--- src/shared/lar_pkg.sv ---
// ****************************************
// shared constants for the light readout
// ****************************************
package lar_pkg;

    // clock and time base
    localparam int CLK_NS           = 10;                  // 100 mhz system clock
    localparam int TICK_NS          = 1000;                // one microsecond tick
    localparam int TICK_CYC         = TICK_NS / CLK_NS;    // cycles per tick
    localparam int INTEG_SHORT_US   = 13700;               // 13.7 ms window
    localparam int INTEG_MID_US     = 101000;              // 101 ms window
    localparam int INTEG_LONG_US    = 402000;              // 402 ms window
    localparam int FAST_MODE_KHZ    = 400;                 // fastest host serial rate

    // data path
    localparam int          DATA_W  = 16;                  // result width
    localparam logic [15:0] STEP_HI = 16'h0010;            // 16x gain step
    localparam logic [15:0] STEP_LO = 16'h0001;            // 1x gain step

    // register byte offsets
    localparam logic [7:0] REG_CTRL    = 8'h00;
    localparam logic [7:0] REG_THR_LO  = 8'h04;
    localparam logic [7:0] REG_THR_HI  = 8'h08;
    localparam logic [7:0] REG_STATUS  = 8'h0C;
    localparam logic [7:0] REG_BB_DATA = 8'h10;
    localparam logic [7:0] REG_IR_DATA = 8'h14;
    localparam logic [7:0] REG_BOTH    = 8'h18;
    localparam logic [7:0] REG_INT_CLR = 8'h1C;

    // field positions
    localparam int CTRL_EN_BIT    = 0;
    localparam int CTRL_GAIN_BIT  = 1;
    localparam int CTRL_ITIME_LSB = 2;
    localparam int CTRL_INTEN_BIT = 4;
    localparam int CTRL_ALERT_BIT = 5;
    localparam int CTRL_PERS_LSB  = 8;
    localparam int ST_PEND_BIT    = 0;
    localparam int ST_VALID_BIT   = 1;
    localparam int ST_BUSY_BIT    = 2;
    localparam int INT_CLR_BIT    = 0;

    // reset values
    localparam logic [31:0] CTRL_RST   = 32'h0000_0000;
    localparam logic [15:0] THR_LO_RST = 16'h0000;
    localparam logic [15:0] THR_HI_RST = 16'hFFFF;

    // conversion sequencer states
    typedef enum logic [1:0] {LAR_IDLE, LAR_INTEG, LAR_XFER} lar_state_type;

    // add with clamp at full scale
    function automatic logic [15:0] sat_add16(input logic [15:0] a, input logic [15:0] b);
        logic [16:0] s;
        s = {1'b0, a} + {1'b0, b};
        sat_add16 = s[16] ? 16'hFFFF : s[15:0];
    endfunction

endpackage

--- src/rtl/lar_chan_integ.sv ---
`timescale 1ns/1ps
// ****************************************
// one photodiode pulse integrator
// ****************************************
module lar_chan_integ (
    // clock and reset
    input  wire logic                       clk_sys_i,
    input  wire logic                       reset_i,
    // front end pin
    input  wire logic                       pulse_pin_i,
    // sequencer control
    input  wire logic                       run_i,
    input  wire logic                       clear_i,
    input  wire logic                       gain_hi_i,
    // result
    output logic [lar_pkg::DATA_W-1:0]      count_o
);
    import lar_pkg::*;

    logic [2:0]        sync_q, sync_d;     // three-stage pin synchroniser
    logic              level_q, level_d;   // agreed pin level
    logic [DATA_W-1:0] cnt_q, cnt_d;       // running count
    logic              edge_w;             // agreed rising edge

    // next values: only stages two and three are compared
    always_comb begin
        sync_d  = {sync_q[1:0], pulse_pin_i};
        level_d = level_q;
        if (sync_q[1] == sync_q[2]) begin
            level_d = sync_q[2];
        end
        edge_w = sync_q[1] & sync_q[2] & ~level_q;
        cnt_d  = cnt_q;
        if (clear_i) begin
            cnt_d = '0;
        end else if (run_i && edge_w) begin
            cnt_d = sat_add16(cnt_q, gain_hi_i ? STEP_HI : STEP_LO);
        end
    end

    // registers
    always_ff @(posedge clk_sys_i) begin
        if (reset_i) begin
            sync_q  <= 3'h0;
            level_q <= 1'b0;
            cnt_q   <= 16'h0000;
        end else begin
            sync_q  <= sync_d;
            level_q <= level_d;
            cnt_q   <= cnt_d;
        end
    end

    assign count_o = cnt_q;
endmodule

--- src/rtl/lar_persist.sv ---
`timescale 1ns/1ps
// ****************************************
// window check with persistence filter
// ****************************************
module lar_persist (
    // clock and reset
    input  wire logic        clk_sys_i,
    input  wire logic        reset_i,
    // one pulse per finished conversion
    input  wire logic        eval_i,
    input  wire logic [15:0] value_i,
    // window and persistence
    input  wire logic [15:0] lo_i,
    input  wire logic [15:0] hi_i,
    input  wire logic [3:0]  persist_i,
    // qualified event
    output logic             hit_o
);
    import lar_pkg::*;

    logic [3:0] cnt_q, cnt_d;   // consecutive outside results
    logic       out_w;          // value outside the window
    logic       reach_w;        // this one meets the persistence

    // next values
    always_comb begin
        out_w   = (value_i > hi_i) || (value_i < lo_i);
        reach_w = ({1'b0, cnt_q} + 5'h01) >= {1'b0, persist_i};
        hit_o   = eval_i & out_w & reach_w;
        cnt_d   = cnt_q;
        if (eval_i) begin
            // saturate once reached, drop to zero back in the window
            cnt_d = out_w ? (reach_w ? cnt_q : cnt_q + 4'h1) : 4'h0;
        end
    end

    // registers
    always_ff @(posedge clk_sys_i) begin
        if (reset_i) begin
            cnt_q <= 4'h0;
        end else begin
            cnt_q <= cnt_d;
        end
    end
endmodule

--- src/rtl/lar_top.sv ---
// Chosen here: the AHB-Lite interface to the registers and the register addresses.
`timescale 1ns/1ps
// How it works
// - both channels integrate and stop together
// - finished results go to their data registers
// - each result reads as sixteen bits
// - results are double-buffered, never mixed
// - next integration starts by itself
// - broadband result outside upper or lower limit raises interrupt
// - persistence filters short excursions
// - level mode holds until host clears
// - alert mode clears when status is read
// - interrupt pin is open-drain, pulls low
// - gain and integration time are programmable
// - host bus pace up to fast mode
module lar_top #(
    parameter int unsigned SHORT_US = lar_pkg::INTEG_SHORT_US, // 13.7 ms
    parameter int unsigned MID_US   = lar_pkg::INTEG_MID_US,   // 101 ms
    parameter int unsigned LONG_US  = lar_pkg::INTEG_LONG_US   // 402 ms
) (
    // clock and reset
    input  wire logic        clk_sys_i,
    input  wire logic        reset_i,
    // ahb-lite slave
    input  wire logic        hsel_i,
    input  wire logic [31:0] haddr_i,
    input  wire logic [1:0]  htrans_i,
    input  wire logic        hwrite_i,
    input  wire logic [2:0]  hsize_i,
    input  wire logic [31:0] hwdata_i,
    input  wire logic        hready_i,
    output logic      [31:0] hrdata_o,
    output logic             hreadyout_o,
    output logic             hresp_o,
    // photodiode front end pulses
    input  wire logic        bb_pulse_i,
    input  wire logic        ir_pulse_i,
    // open-drain interrupt pin
    output logic             int_pin_o,
    output logic             int_pin_oe_n_o
);
    import lar_pkg::*;

    // ****************************************
    // declarations
    // ****************************************
    logic [31:0]   ctrl_q, ctrl_d;          // control word
    logic [15:0]   thr_lo_q, thr_lo_d;      // lower limit
    logic [15:0]   thr_hi_q, thr_hi_d;      // upper limit
    logic          wr_pend_q, wr_pend_d;    // write data phase due
    logic [7:0]    wr_addr_q, wr_addr_d;    // its address
    logic [31:0]   rdata_q, rdata_d;        // read data phase word
    logic          acc_w;                   // address phase taken
    logic          stat_rd_w;               // status read taken
    logic          clr_wr_w;                // clear written
    lar_state_type state_q, state_d;        // sequencer
    logic [6:0]    div_q, div_d;            // tick divider
    logic          tick_w;                  // one-microsecond enable
    logic [19:0]   us_q, us_d;              // elapsed microseconds
    logic [19:0]   limit_w;                 // selected window
    logic [15:0]   bb_data_q, bb_data_d;    // broadband result
    logic [15:0]   ir_data_q, ir_data_d;    // infrared result
    logic          valid_q, valid_d;        // a result exists
    logic          pend_q, pend_d;          // interrupt pending
    logic [15:0]   bb_cnt_w;                // live broadband count
    logic [15:0]   ir_cnt_w;                // live infrared count
    logic          run_w;                   // integrating
    logic          xfer_w;                  // transfer cycle
    logic          hit_w;                   // qualified event
    logic          en_w;                    // converter enabled
    logic          alert_w;                 // alert style selected

    assign en_w    = ctrl_q[CTRL_EN_BIT];
    assign alert_w = ctrl_q[CTRL_ALERT_BIT];

    // ****************************************
    // bus slave
    // ****************************************
    assign acc_w     = hsel_i & htrans_i[1] & hready_i;
    assign stat_rd_w = acc_w & ~hwrite_i & (haddr_i[7:0] == REG_STATUS);
    assign clr_wr_w  = wr_pend_q & (wr_addr_q == REG_INT_CLR) & hwdata_i[INT_CLR_BIT];

    // read word for an offset, zero where unmapped
    function automatic logic [31:0] rd_word(input logic [7:0] a);
        case (a)
            REG_CTRL:    rd_word = ctrl_q;
            REG_THR_LO:  rd_word = {16'h0000, thr_lo_q};
            REG_THR_HI:  rd_word = {16'h0000, thr_hi_q};
            REG_STATUS:  rd_word = {29'h0000_0000, run_w, valid_q, pend_q};
            REG_BB_DATA: rd_word = {16'h0000, bb_data_q};
            REG_IR_DATA: rd_word = {16'h0000, ir_data_q};
            REG_BOTH:    rd_word = {ir_data_q, bb_data_q};
            default:     rd_word = 32'h0000_0000;
        endcase
    endfunction

    // next values for bus and register file
    always_comb begin
        wr_pend_d = acc_w & hwrite_i;
        wr_addr_d = acc_w ? haddr_i[7:0] : wr_addr_q;
        // read data captured at the address phase edge
        rdata_d   = (acc_w && !hwrite_i) ? rd_word(haddr_i[7:0]) : 32'h0000_0000;
        ctrl_d    = ctrl_q;
        thr_lo_d  = thr_lo_q;
        thr_hi_d  = thr_hi_q;
        if (wr_pend_q) begin
            case (wr_addr_q)
                REG_CTRL: begin
                    ctrl_d = hwdata_i;
                end
                REG_THR_LO: begin
                    thr_lo_d = hwdata_i[15:0];
                end
                REG_THR_HI: begin
                    thr_hi_d = hwdata_i[15:0];
                end
                default: begin
                    // read-only or unmapped: dropped
                end
            endcase
        end
    end

    // bus registers
    always_ff @(posedge clk_sys_i) begin
        if (reset_i) begin
            wr_pend_q <= 1'b0;
            wr_addr_q <= 8'h00;
            rdata_q   <= 32'h0000_0000;
            ctrl_q    <= CTRL_RST;
            thr_lo_q  <= THR_LO_RST;
            thr_hi_q  <= THR_HI_RST;
        end else begin
            wr_pend_q <= wr_pend_d;
            wr_addr_q <= wr_addr_d;
            rdata_q   <= rdata_d;
            ctrl_q    <= ctrl_d;
            thr_lo_q  <= thr_lo_d;
            thr_hi_q  <= thr_hi_d;
        end
    end

    assign hrdata_o    = rdata_q;
    // never stalls, so the host's own serial pace stays the only limit
    assign hreadyout_o = 1'b1;
    assign hresp_o     = 1'b0;

    // ****************************************
    // conversion sequencer
    // ****************************************
    assign tick_w  = (div_q == 7'(TICK_CYC - 1));
    assign run_w   = (state_q == LAR_INTEG);
    assign xfer_w  = (state_q == LAR_XFER);

    // window length from the time select field
    always_comb begin
        case (ctrl_q[CTRL_ITIME_LSB +: 2])
            2'h0:    limit_w = 20'(SHORT_US);
            2'h1:    limit_w = 20'(MID_US);
            default: limit_w = 20'(LONG_US);
        endcase
    end

    // next sequencer values
    always_comb begin
        div_d     = tick_w ? 7'h00 : div_q + 7'h01;
        us_d      = us_q;
        state_d   = state_q;
        bb_data_d = bb_data_q;
        ir_data_d = ir_data_q;
        valid_d   = valid_q;
        case (state_q)
            LAR_IDLE: begin
                us_d = 20'h00000;
                if (en_w) begin
                    state_d = LAR_INTEG;
                end
            end
            LAR_INTEG: begin
                if (!en_w) begin
                    state_d = LAR_IDLE;
                end else if (tick_w) begin
                    us_d = us_q + 20'h00001;
                    // a shortened window still ends at the new limit
                    if (us_d >= limit_w) begin
                        state_d = LAR_XFER;
                    end
                end
            end
            LAR_XFER: begin
                // both results move in the same cycle
                bb_data_d = bb_cnt_w;
                ir_data_d = ir_cnt_w;
                valid_d   = 1'b1;
                us_d      = 20'h00000;
                state_d   = en_w ? LAR_INTEG : LAR_IDLE;
            end
            default: begin
                state_d = LAR_IDLE;
            end
        endcase
    end

    // sequencer registers
    always_ff @(posedge clk_sys_i) begin
        if (reset_i) begin
            state_q   <= LAR_IDLE;
            div_q     <= 7'h00;
            us_q      <= 20'h00000;
            bb_data_q <= 16'h0000;
            ir_data_q <= 16'h0000;
            valid_q   <= 1'b0;
        end else begin
            state_q   <= state_d;
            div_q     <= div_d;
            us_q      <= us_d;
            bb_data_q <= bb_data_d;
            ir_data_q <= ir_data_d;
            valid_q   <= valid_d;
        end
    end

    // ****************************************
    // channels and window check
    // ****************************************
    lar_chan_integ u_bb (
        .clk_sys_i   (clk_sys_i),
        .reset_i     (reset_i),
        .pulse_pin_i (bb_pulse_i),
        .run_i       (run_w),
        .clear_i     (~run_w),
        .gain_hi_i   (ctrl_q[CTRL_GAIN_BIT]),
        .count_o     (bb_cnt_w)
    );

    lar_chan_integ u_ir (
        .clk_sys_i   (clk_sys_i),
        .reset_i     (reset_i),
        .pulse_pin_i (ir_pulse_i),
        .run_i       (run_w),
        .clear_i     (~run_w),
        .gain_hi_i   (ctrl_q[CTRL_GAIN_BIT]),
        .count_o     (ir_cnt_w)
    );

    // judged on the broadband result as it is loaded
    lar_persist u_pers (
        .clk_sys_i (clk_sys_i),
        .reset_i   (reset_i),
        .eval_i    (xfer_w),
        .value_i   (bb_cnt_w),
        .lo_i      (thr_lo_q),
        .hi_i      (thr_hi_q),
        .persist_i (ctrl_q[CTRL_PERS_LSB +: 4]),
        .hit_o     (hit_w)
    );

    // ****************************************
    // interrupt
    // ****************************************
    // set wins over either clear so no event is lost
    always_comb begin
        pend_d = pend_q;
        if (alert_w && stat_rd_w) begin
            pend_d = 1'b0;
        end
        if (!alert_w && clr_wr_w) begin
            pend_d = 1'b0;
        end
        if (hit_w && ctrl_q[CTRL_INTEN_BIT]) begin
            pend_d = 1'b1;
        end
    end

    // interrupt register
    always_ff @(posedge clk_sys_i) begin
        if (reset_i) begin
            pend_q <= 1'b0;
        end else begin
            pend_q <= pend_d;
        end
    end

    // pin only ever pulls low; released otherwise
    assign int_pin_o      = 1'b0;
    assign int_pin_oe_n_o = ~pend_q;
endmodule

--- config.mk ---
export PLATFORM = sky130hd
export DESIGN_NAME = lar_top
export DESIGN_NICKNAME = d
export VERILOG_FILES = /design/src/shared/lar_pkg.sv /design/src/rtl/lar_chan_integ.sv /design/src/rtl/lar_persist.sv /design/src/rtl/lar_top.sv
export SDC_FILE = /design/constraint.sdc
export NUM_CORES = 1
export LEC_CHECK = 0
export BUFFER_PORTS_ARGS = -buffer_cell sky130_fd_sc_hd__clkbuf_2
export CORE_ASPECT_RATIO = 1.75
export CORE_MARGIN = 4
export CORE_UTILIZATION = 50
export DETAILED_ROUTE_END_ITERATION = 8
export PLACE_DENSITY = 0.78
export SLEW_MARGIN = 20
export SYNTH_ARGS = -nofsm -noshare
export SYNTH_HDL_FRONTEND = slang
export SYNTH_SLANG_ARGS = --single-unit
--- constraint.sdc ---
create_clock -name clk_sys_i -period 8.7 [get_ports clk_sys_i]
set_input_delay 1.74 -clock clk_sys_i [delete_from_list [all_inputs] [get_ports clk_sys_i]]
set_output_delay 1.74 -clock clk_sys_i [all_outputs]
set_load 0.05 [all_outputs]
# Yosys cells after proc, flatten, opt, wreduce, memory -nomap -nowiden
# Index checks and enable logic that the tools add are counted.
[totals] in_bits=76 elab_cells=114 register_bits=212 out_inout_bits=36
[op_classes] order_cmp=4 addsub=6 bitwise_logic=19 reduce_logical=25 muxes=19 eq_ne=21
[ops] op="one-hot mux 32 bit (7 select lines)" n=1
[ops] op="two-way mux 20 bit" n=2
[ops] op="one-hot mux 20 bit (2 select lines)" n=1
[ops] op="one-hot mux 19 bit (2 select lines)" n=1
[ops] op="equality test 8 x 5 -> 1 bit (second input constant)" n=4
[ops] op="two-way mux 16 bit" n=2
[ops] op="equality test 8 x 4 -> 1 bit (second input constant)" n=3
[ops] op="adder 20 x 1 -> 20 bit (second input constant)" n=1
[ops] op=">= comparator 20 bit" n=1
[ops] op="adder 16 x 16 -> 17 bit" n=1
[ops] op="adder 16 x 5 -> 17 bit" n=1
[ops] op="equality test 8 x 3 -> 1 bit (second input constant)" n=2
[ops] op="> comparator 16 bit" n=1
[ops] op="zero test 8 bit" n=2
[ops] op="less-than comparator 16 bit" n=1
[ops] op="bitwise AND 1 bit" n=13
[ops] op="two-way mux 2 bit" n=4
[ops] op="two-way mux 4 bit" n=2
[ops] op="inequality test 2 bit (second input constant)" n=4
[ops] op="AND reduction 2 bit" n=4
[ops] op="OR reduction 2 bit" n=4
[ops] op="adder 7 x 1 -> 7 bit (second input constant)" n=1
[ops] op="equality test 7 bit (second input constant)" n=1
[ops] op="logical AND 1 bit" n=6
[ops] op="other kinds (17)" n=31

# Logic depth before layout (Yosys ltp)
[depth] depth_word=8 ltp_mapped=13 ltp_nobuf=13

# Modules after synthesis
# A second synthesis with hierarchy kept.
[unflattened] cells_unflattened=1193 area_unflattened_um2=10437.5
[modules_own_cells] module="lar_top" seq_area_each_um2=3363.2 n_inst=1 area_each_um2=7259.5 cells_per_inst=830
[modules_own_cells] module="lar_chan_integ" seq_area_each_um2=400.4 n_inst=2 area_each_um2=1024.7 cells_per_inst=108
[modules_own_cells] module="lar_persist" seq_area_each_um2=80.1 n_inst=1 area_each_um2=1128.6 cells_per_inst=147

# Worst setup path after synthesis
# No wires, ideal clock.
[synth_timing] path_type="input to register" startpoint="input port haddr_i[0]" endpoint="register rdata_q[6], in the netlist hrdata_o[6]" setup_slack_ns=5.372 setup_ns=0.070 required_time_ns=8.630 cell_stages=6 arrival_time_ns=3.258 path_buffers=1 path_cell_list="or4_4 -> or3_4 -> nor3b_4 -> buf_6 -> a22oi_1 -> a21oi_1"
[synth_via] elab_chain_len=2 elab_cells_between_ends=8 classes_between="eq/ne (6); mux (1); reduce/logical (1)"
[synth_lines] element="start, declared" line="lar_top.sv:26" text="input wire logic [31:0] haddr_i,"
[synth_lines] element="equality test 8 x 5 -> 1 bit, or another cell as far along" line="lar_top.sv:85" text="case (a)"
[synth_lines] element="one-hot mux 32 bit (7 select lines) *" line="lar_top.sv:85"
[synth_lines] element="end signal, assigned" line="lar_top.sv:136" text="rdata_q <= rdata_d;"
[synth_lines] element="end, declared" line="lar_top.sv:52" text="logic [31:0] rdata_q, rdata_d;"
# Mark *: on every way between the ends. The rest lies on a longest branch, timed or not.
# A chain may end at the register's enable or synchronous reset.

# Worst setup path in the final report
[layout_timing] startpoint="input port reset_i" endpoint="register u_ir.cnt_q[0], in the netlist u_ir.count_o[0]"
[layout_via] elab_chain_len=1
[layout_lines] element="start, declared" line="lar_top.sv:23" text="input wire logic reset_i,"
[layout_lines] element="OR reduction 2 bit (no line)"
[layout_lines] element="end signal, assigned" line="lar_chan_integ.sv:50" text="cnt_q <= cnt_d;"
[layout_lines] element="end, declared" line="lar_chan_integ.sv:22" text="logic [DATA_W-1:0] cnt_q, cnt_d;"
# Every way passes these cells.

==> summary.md <==
| Metric | Value |
|---|---|
| Met1 global-route usage | 25.76% |
| Die X | 115.2 um |
| Hold crit path type | reg -> reg |
| M2 GR Usage | 42.10% |
| Commonest cells in the netlist | 250 x nand2_1, 212 x dfxtp_1, 139 x a21oi_1, 80 x nor2_1, 61 x ha_1 |
| Final instance area | 11260 um^2 |
| ANT nets after route | 0 |
| Routed vias | 8704 |
| Leading area contributor after synthesis | dfxtp_1 |
| Leak Pwr | 4.241 nW |
| Clock tree from TritonCTS | built |
| HPWL Detailed | 18550 um |
| Post CTS Setup Buffer Count | 0 |
| Top cell type's share of synthesized area | 42.22% |
| # rows | 68 |
| Post-synth EDFFs | 0 |
| Worst flop-to-flop path startpoint | us_q[0]$_SDFFE_PP0P_ |
| Layout area overhead | 12.00% |
| Aggregate global routing overflow | 0 |
| Most instantiated library cell after synthesis | nand2_1 |
| Num CTS Buffers | 20 |
| Flip-flop and latch area | 4244 um^2 |
| PortBufs | 80 |
| Syn_area_per_cell | 8.391 um^2 |
| Final setup fails | 0 |
| RSZ-0062 raised after global routing | no |
| ANT cells | 0 |
| Critical Path Source | reset_i |
| Status | completed |
| CP Capture Type | flip-flop |
| All-layer global routing usage | 23.19% |
| Slowest stage delay, CP | 690 ps |
| Hold buffers post-CTS | 0 |
| Synth async-reset ratio | 0% |
| Critical setup path kind | in -> reg |
| RePlAce Congestion | 0.8788 |
| PwrDens | 176.9 nW/um^2 |
| Final hold slack | 436.9 ps |
| CTS Sinks | 212 |
| Clock Path Buffers | 3 |
| Final min period | 3769 ps |
| Worst min-delay path startpoint | u_ir.sync_q[0]$_SDFF_PP0_ |
| Post-CTS Resized | 0 |
| Cell chosen for the clock root | clkbuf_16 |
| Initial antenna violation count | 0 |
| Routed len/inst | 17.57 um |
| CP Cell Sequence | buf_4 > inv_1 > nand2_1 > nor2_1 > o21ai_0 > nor2_1 |
| Slowest CP cell | nand2_1 |
| Total routed wirelength | 26410 um |
| Crit Path Max Fanout | 22 |
| I/O pins | 112 |
| Final Hold Fails | 0 |
| Multi-input gate area | 5346 um^2 |
| Setup Skew | 19.51 ps |
| Post-Place Worst Slack | 4426 ps |
| Worst-Margin Slew | 1104 ps |
| First drt pass iteration count | 5 |
| CP Launch Type | input port |
| Finished Core Util | 57.04% |
| Final Cycle Share | 43.33% |
| Synth Warn # | 0 |
| Slew HR | 26.16% |
| Grt met3 use | 2.605% |
| Yosys reg bits | 212 |
| Depth of the CTS H-tree | 1 |
| Max-slew violations | 0 |
| Final #Nets | 1381 |
| Fillers | 1782 |
| Sequential cell area fraction in the yosys report | 42.22% |
| Main flop type after synthesis | dfxtp_1 |
| Chip Height | 195.6 um |
| Fraction of layout cells with a size suffix above 1 | 12.32% |
| Max Cap Viol | 0 |
| Pin count of the biggest net entering global routing | 92 |
| Peak supply drop | 0.0001374 V |
| Most used cell, CP | nor2_1 |
| Grt peak-use layer | met2 |
| First DRT Iteration DRCs | 604 |
| Setup TNS Final | 0 ps |
| Register clock-pin slew on the reported worst setup and hold paths | 70 ps |
| Remaining DRCs | 0 |
| Placement-stage cell area | 10540 um^2 |
| Synth area leaders | dfxtp_1 42%, nand2_1 9.3%, ha_1 7.6% |
| Clk Latency, worst-skew pair | 510 ps |
| Worst setup margin | 4931 ps |
| Die ar. | 22530 um^2 |
| DR vias/cell | 5.791 |
| Post-Syn Area | 10050 um^2 |
| Required time of the critical path | 9140 ps |
| Total core area | 19740 um^2 |
| Initial Util | 50.93% |
| Unique masters post-synth | 69 |
| Vias in the first global route | 8523 |
| Post-synthesis cell count | 1198 |
| First-pass GRT wire length | 42450 um |
| Fmax achieved | 265.3 MHz |
| WP data arrival | 4210 ps |
## layer usage
layer / routed length [um] / vias to the layer above / share of wire, %
met2: 13740 / 264 / 52
met1: 9859 / 4133 / 37
met5: 0 / - / 0
met4: 1461 / 0 / 5.5
li1: - / 4226 / -
met3: 1348 / 81 / 5.1
## sequential cells by signal (all words and copies together) (netlist names), 2 cells and up
name / cells
u_bb.sync_q: 3
ctrl_q: 32
thr_hi_q: 16
u_bb.count_o: 16
u_ir.sync_q: 3
us_q: 20
thr_lo_q: 16
div_q: 7
ir_data_q: 16
wr_addr_q: 8
u_pers.cnt_q: 4
hrdata_o: 32
bb_data_q: 16
u_ir.count_o: 16
state_q: 2
## cells in the final DEF, fill, tap and decap left out, drive strengths merged, types with 25 or more instances in the layout
cell type / netlist / final
a21oi: 139 / 139
a22oi: 45 / 45
clkbuf: 43 / 101
dfxtp: 212 / 212
ha: 61 / 61
inv: 45 / 49
nand2: 250 / 250
nand3: 25 / 25
nor2: 80 / 80
xnor2: 27 / 27
xor2: 36 / 36
## cell type report
type	count	area share, %
clock buffer	22	4.512
multi-input combinational	875	47.49
clock inverter	14	1.834
tap	245	2.723
inverter	45	1.500
timing repair buffer	90	4.245
sequential	212	37.70
## worst paths after layout
check | to | slack, ps | cells after the start
setup / recovery | u_ir.count_o[0]$_SDFFE_PP0P_ | 4930 | 6
hold / removal | u_ir.sync_q[1]$_SDFF_PP0_ | 440 | 1
setup reg to reg | state_q[1]$_SDFFE_PP0P_ | 5310 | 12
hold reg to reg | u_ir.sync_q[1]$_SDFF_PP0_ | 440 | 1
## where the power goes
group / switching (W) / total [W] / internal [W]
Clock: 0.000399 / 0.000952 / 0.000553
Combinational: 0.0000397 / 0.0000604 / 0.0000207
Sequential: 0.00000367 / 0.000979 / 0.000976
Total: 0.000442 / 0.00199 / 0.00155
## worst max-delay path: cells and delay by family
family / cells / cell delay [ps]
AND/OR/NAND/NOR: 3 / 1450
buffers and inverters: 2 / 800
AO/OA/AOI/OAI: 1 / 190
## cell families after synthesis
group	Yosys count	share of synthesized area [%]
buffers and inverters	112	4.755
xor gates and xnor gates	63	5.489
adders and majority gates	61	7.593
muxes	17	2.178
DFF	212	42.22
AOI/OAI and AO/OA	265	16.19
other	2	0.07471
and+or+nand+nor	466	21.50
## per-stage QoR
stage,cells,total power [W]
6_report,1503,0.001992
5_1_grt,1503,0.002046
4_1_cts,1503,0.002000
3_5_place_dp,1467,0.001061
3_3_place_gp,1467,0.001060
2_1_floorplan,1199,0.001036
Power figures use the tool's default switching activity.
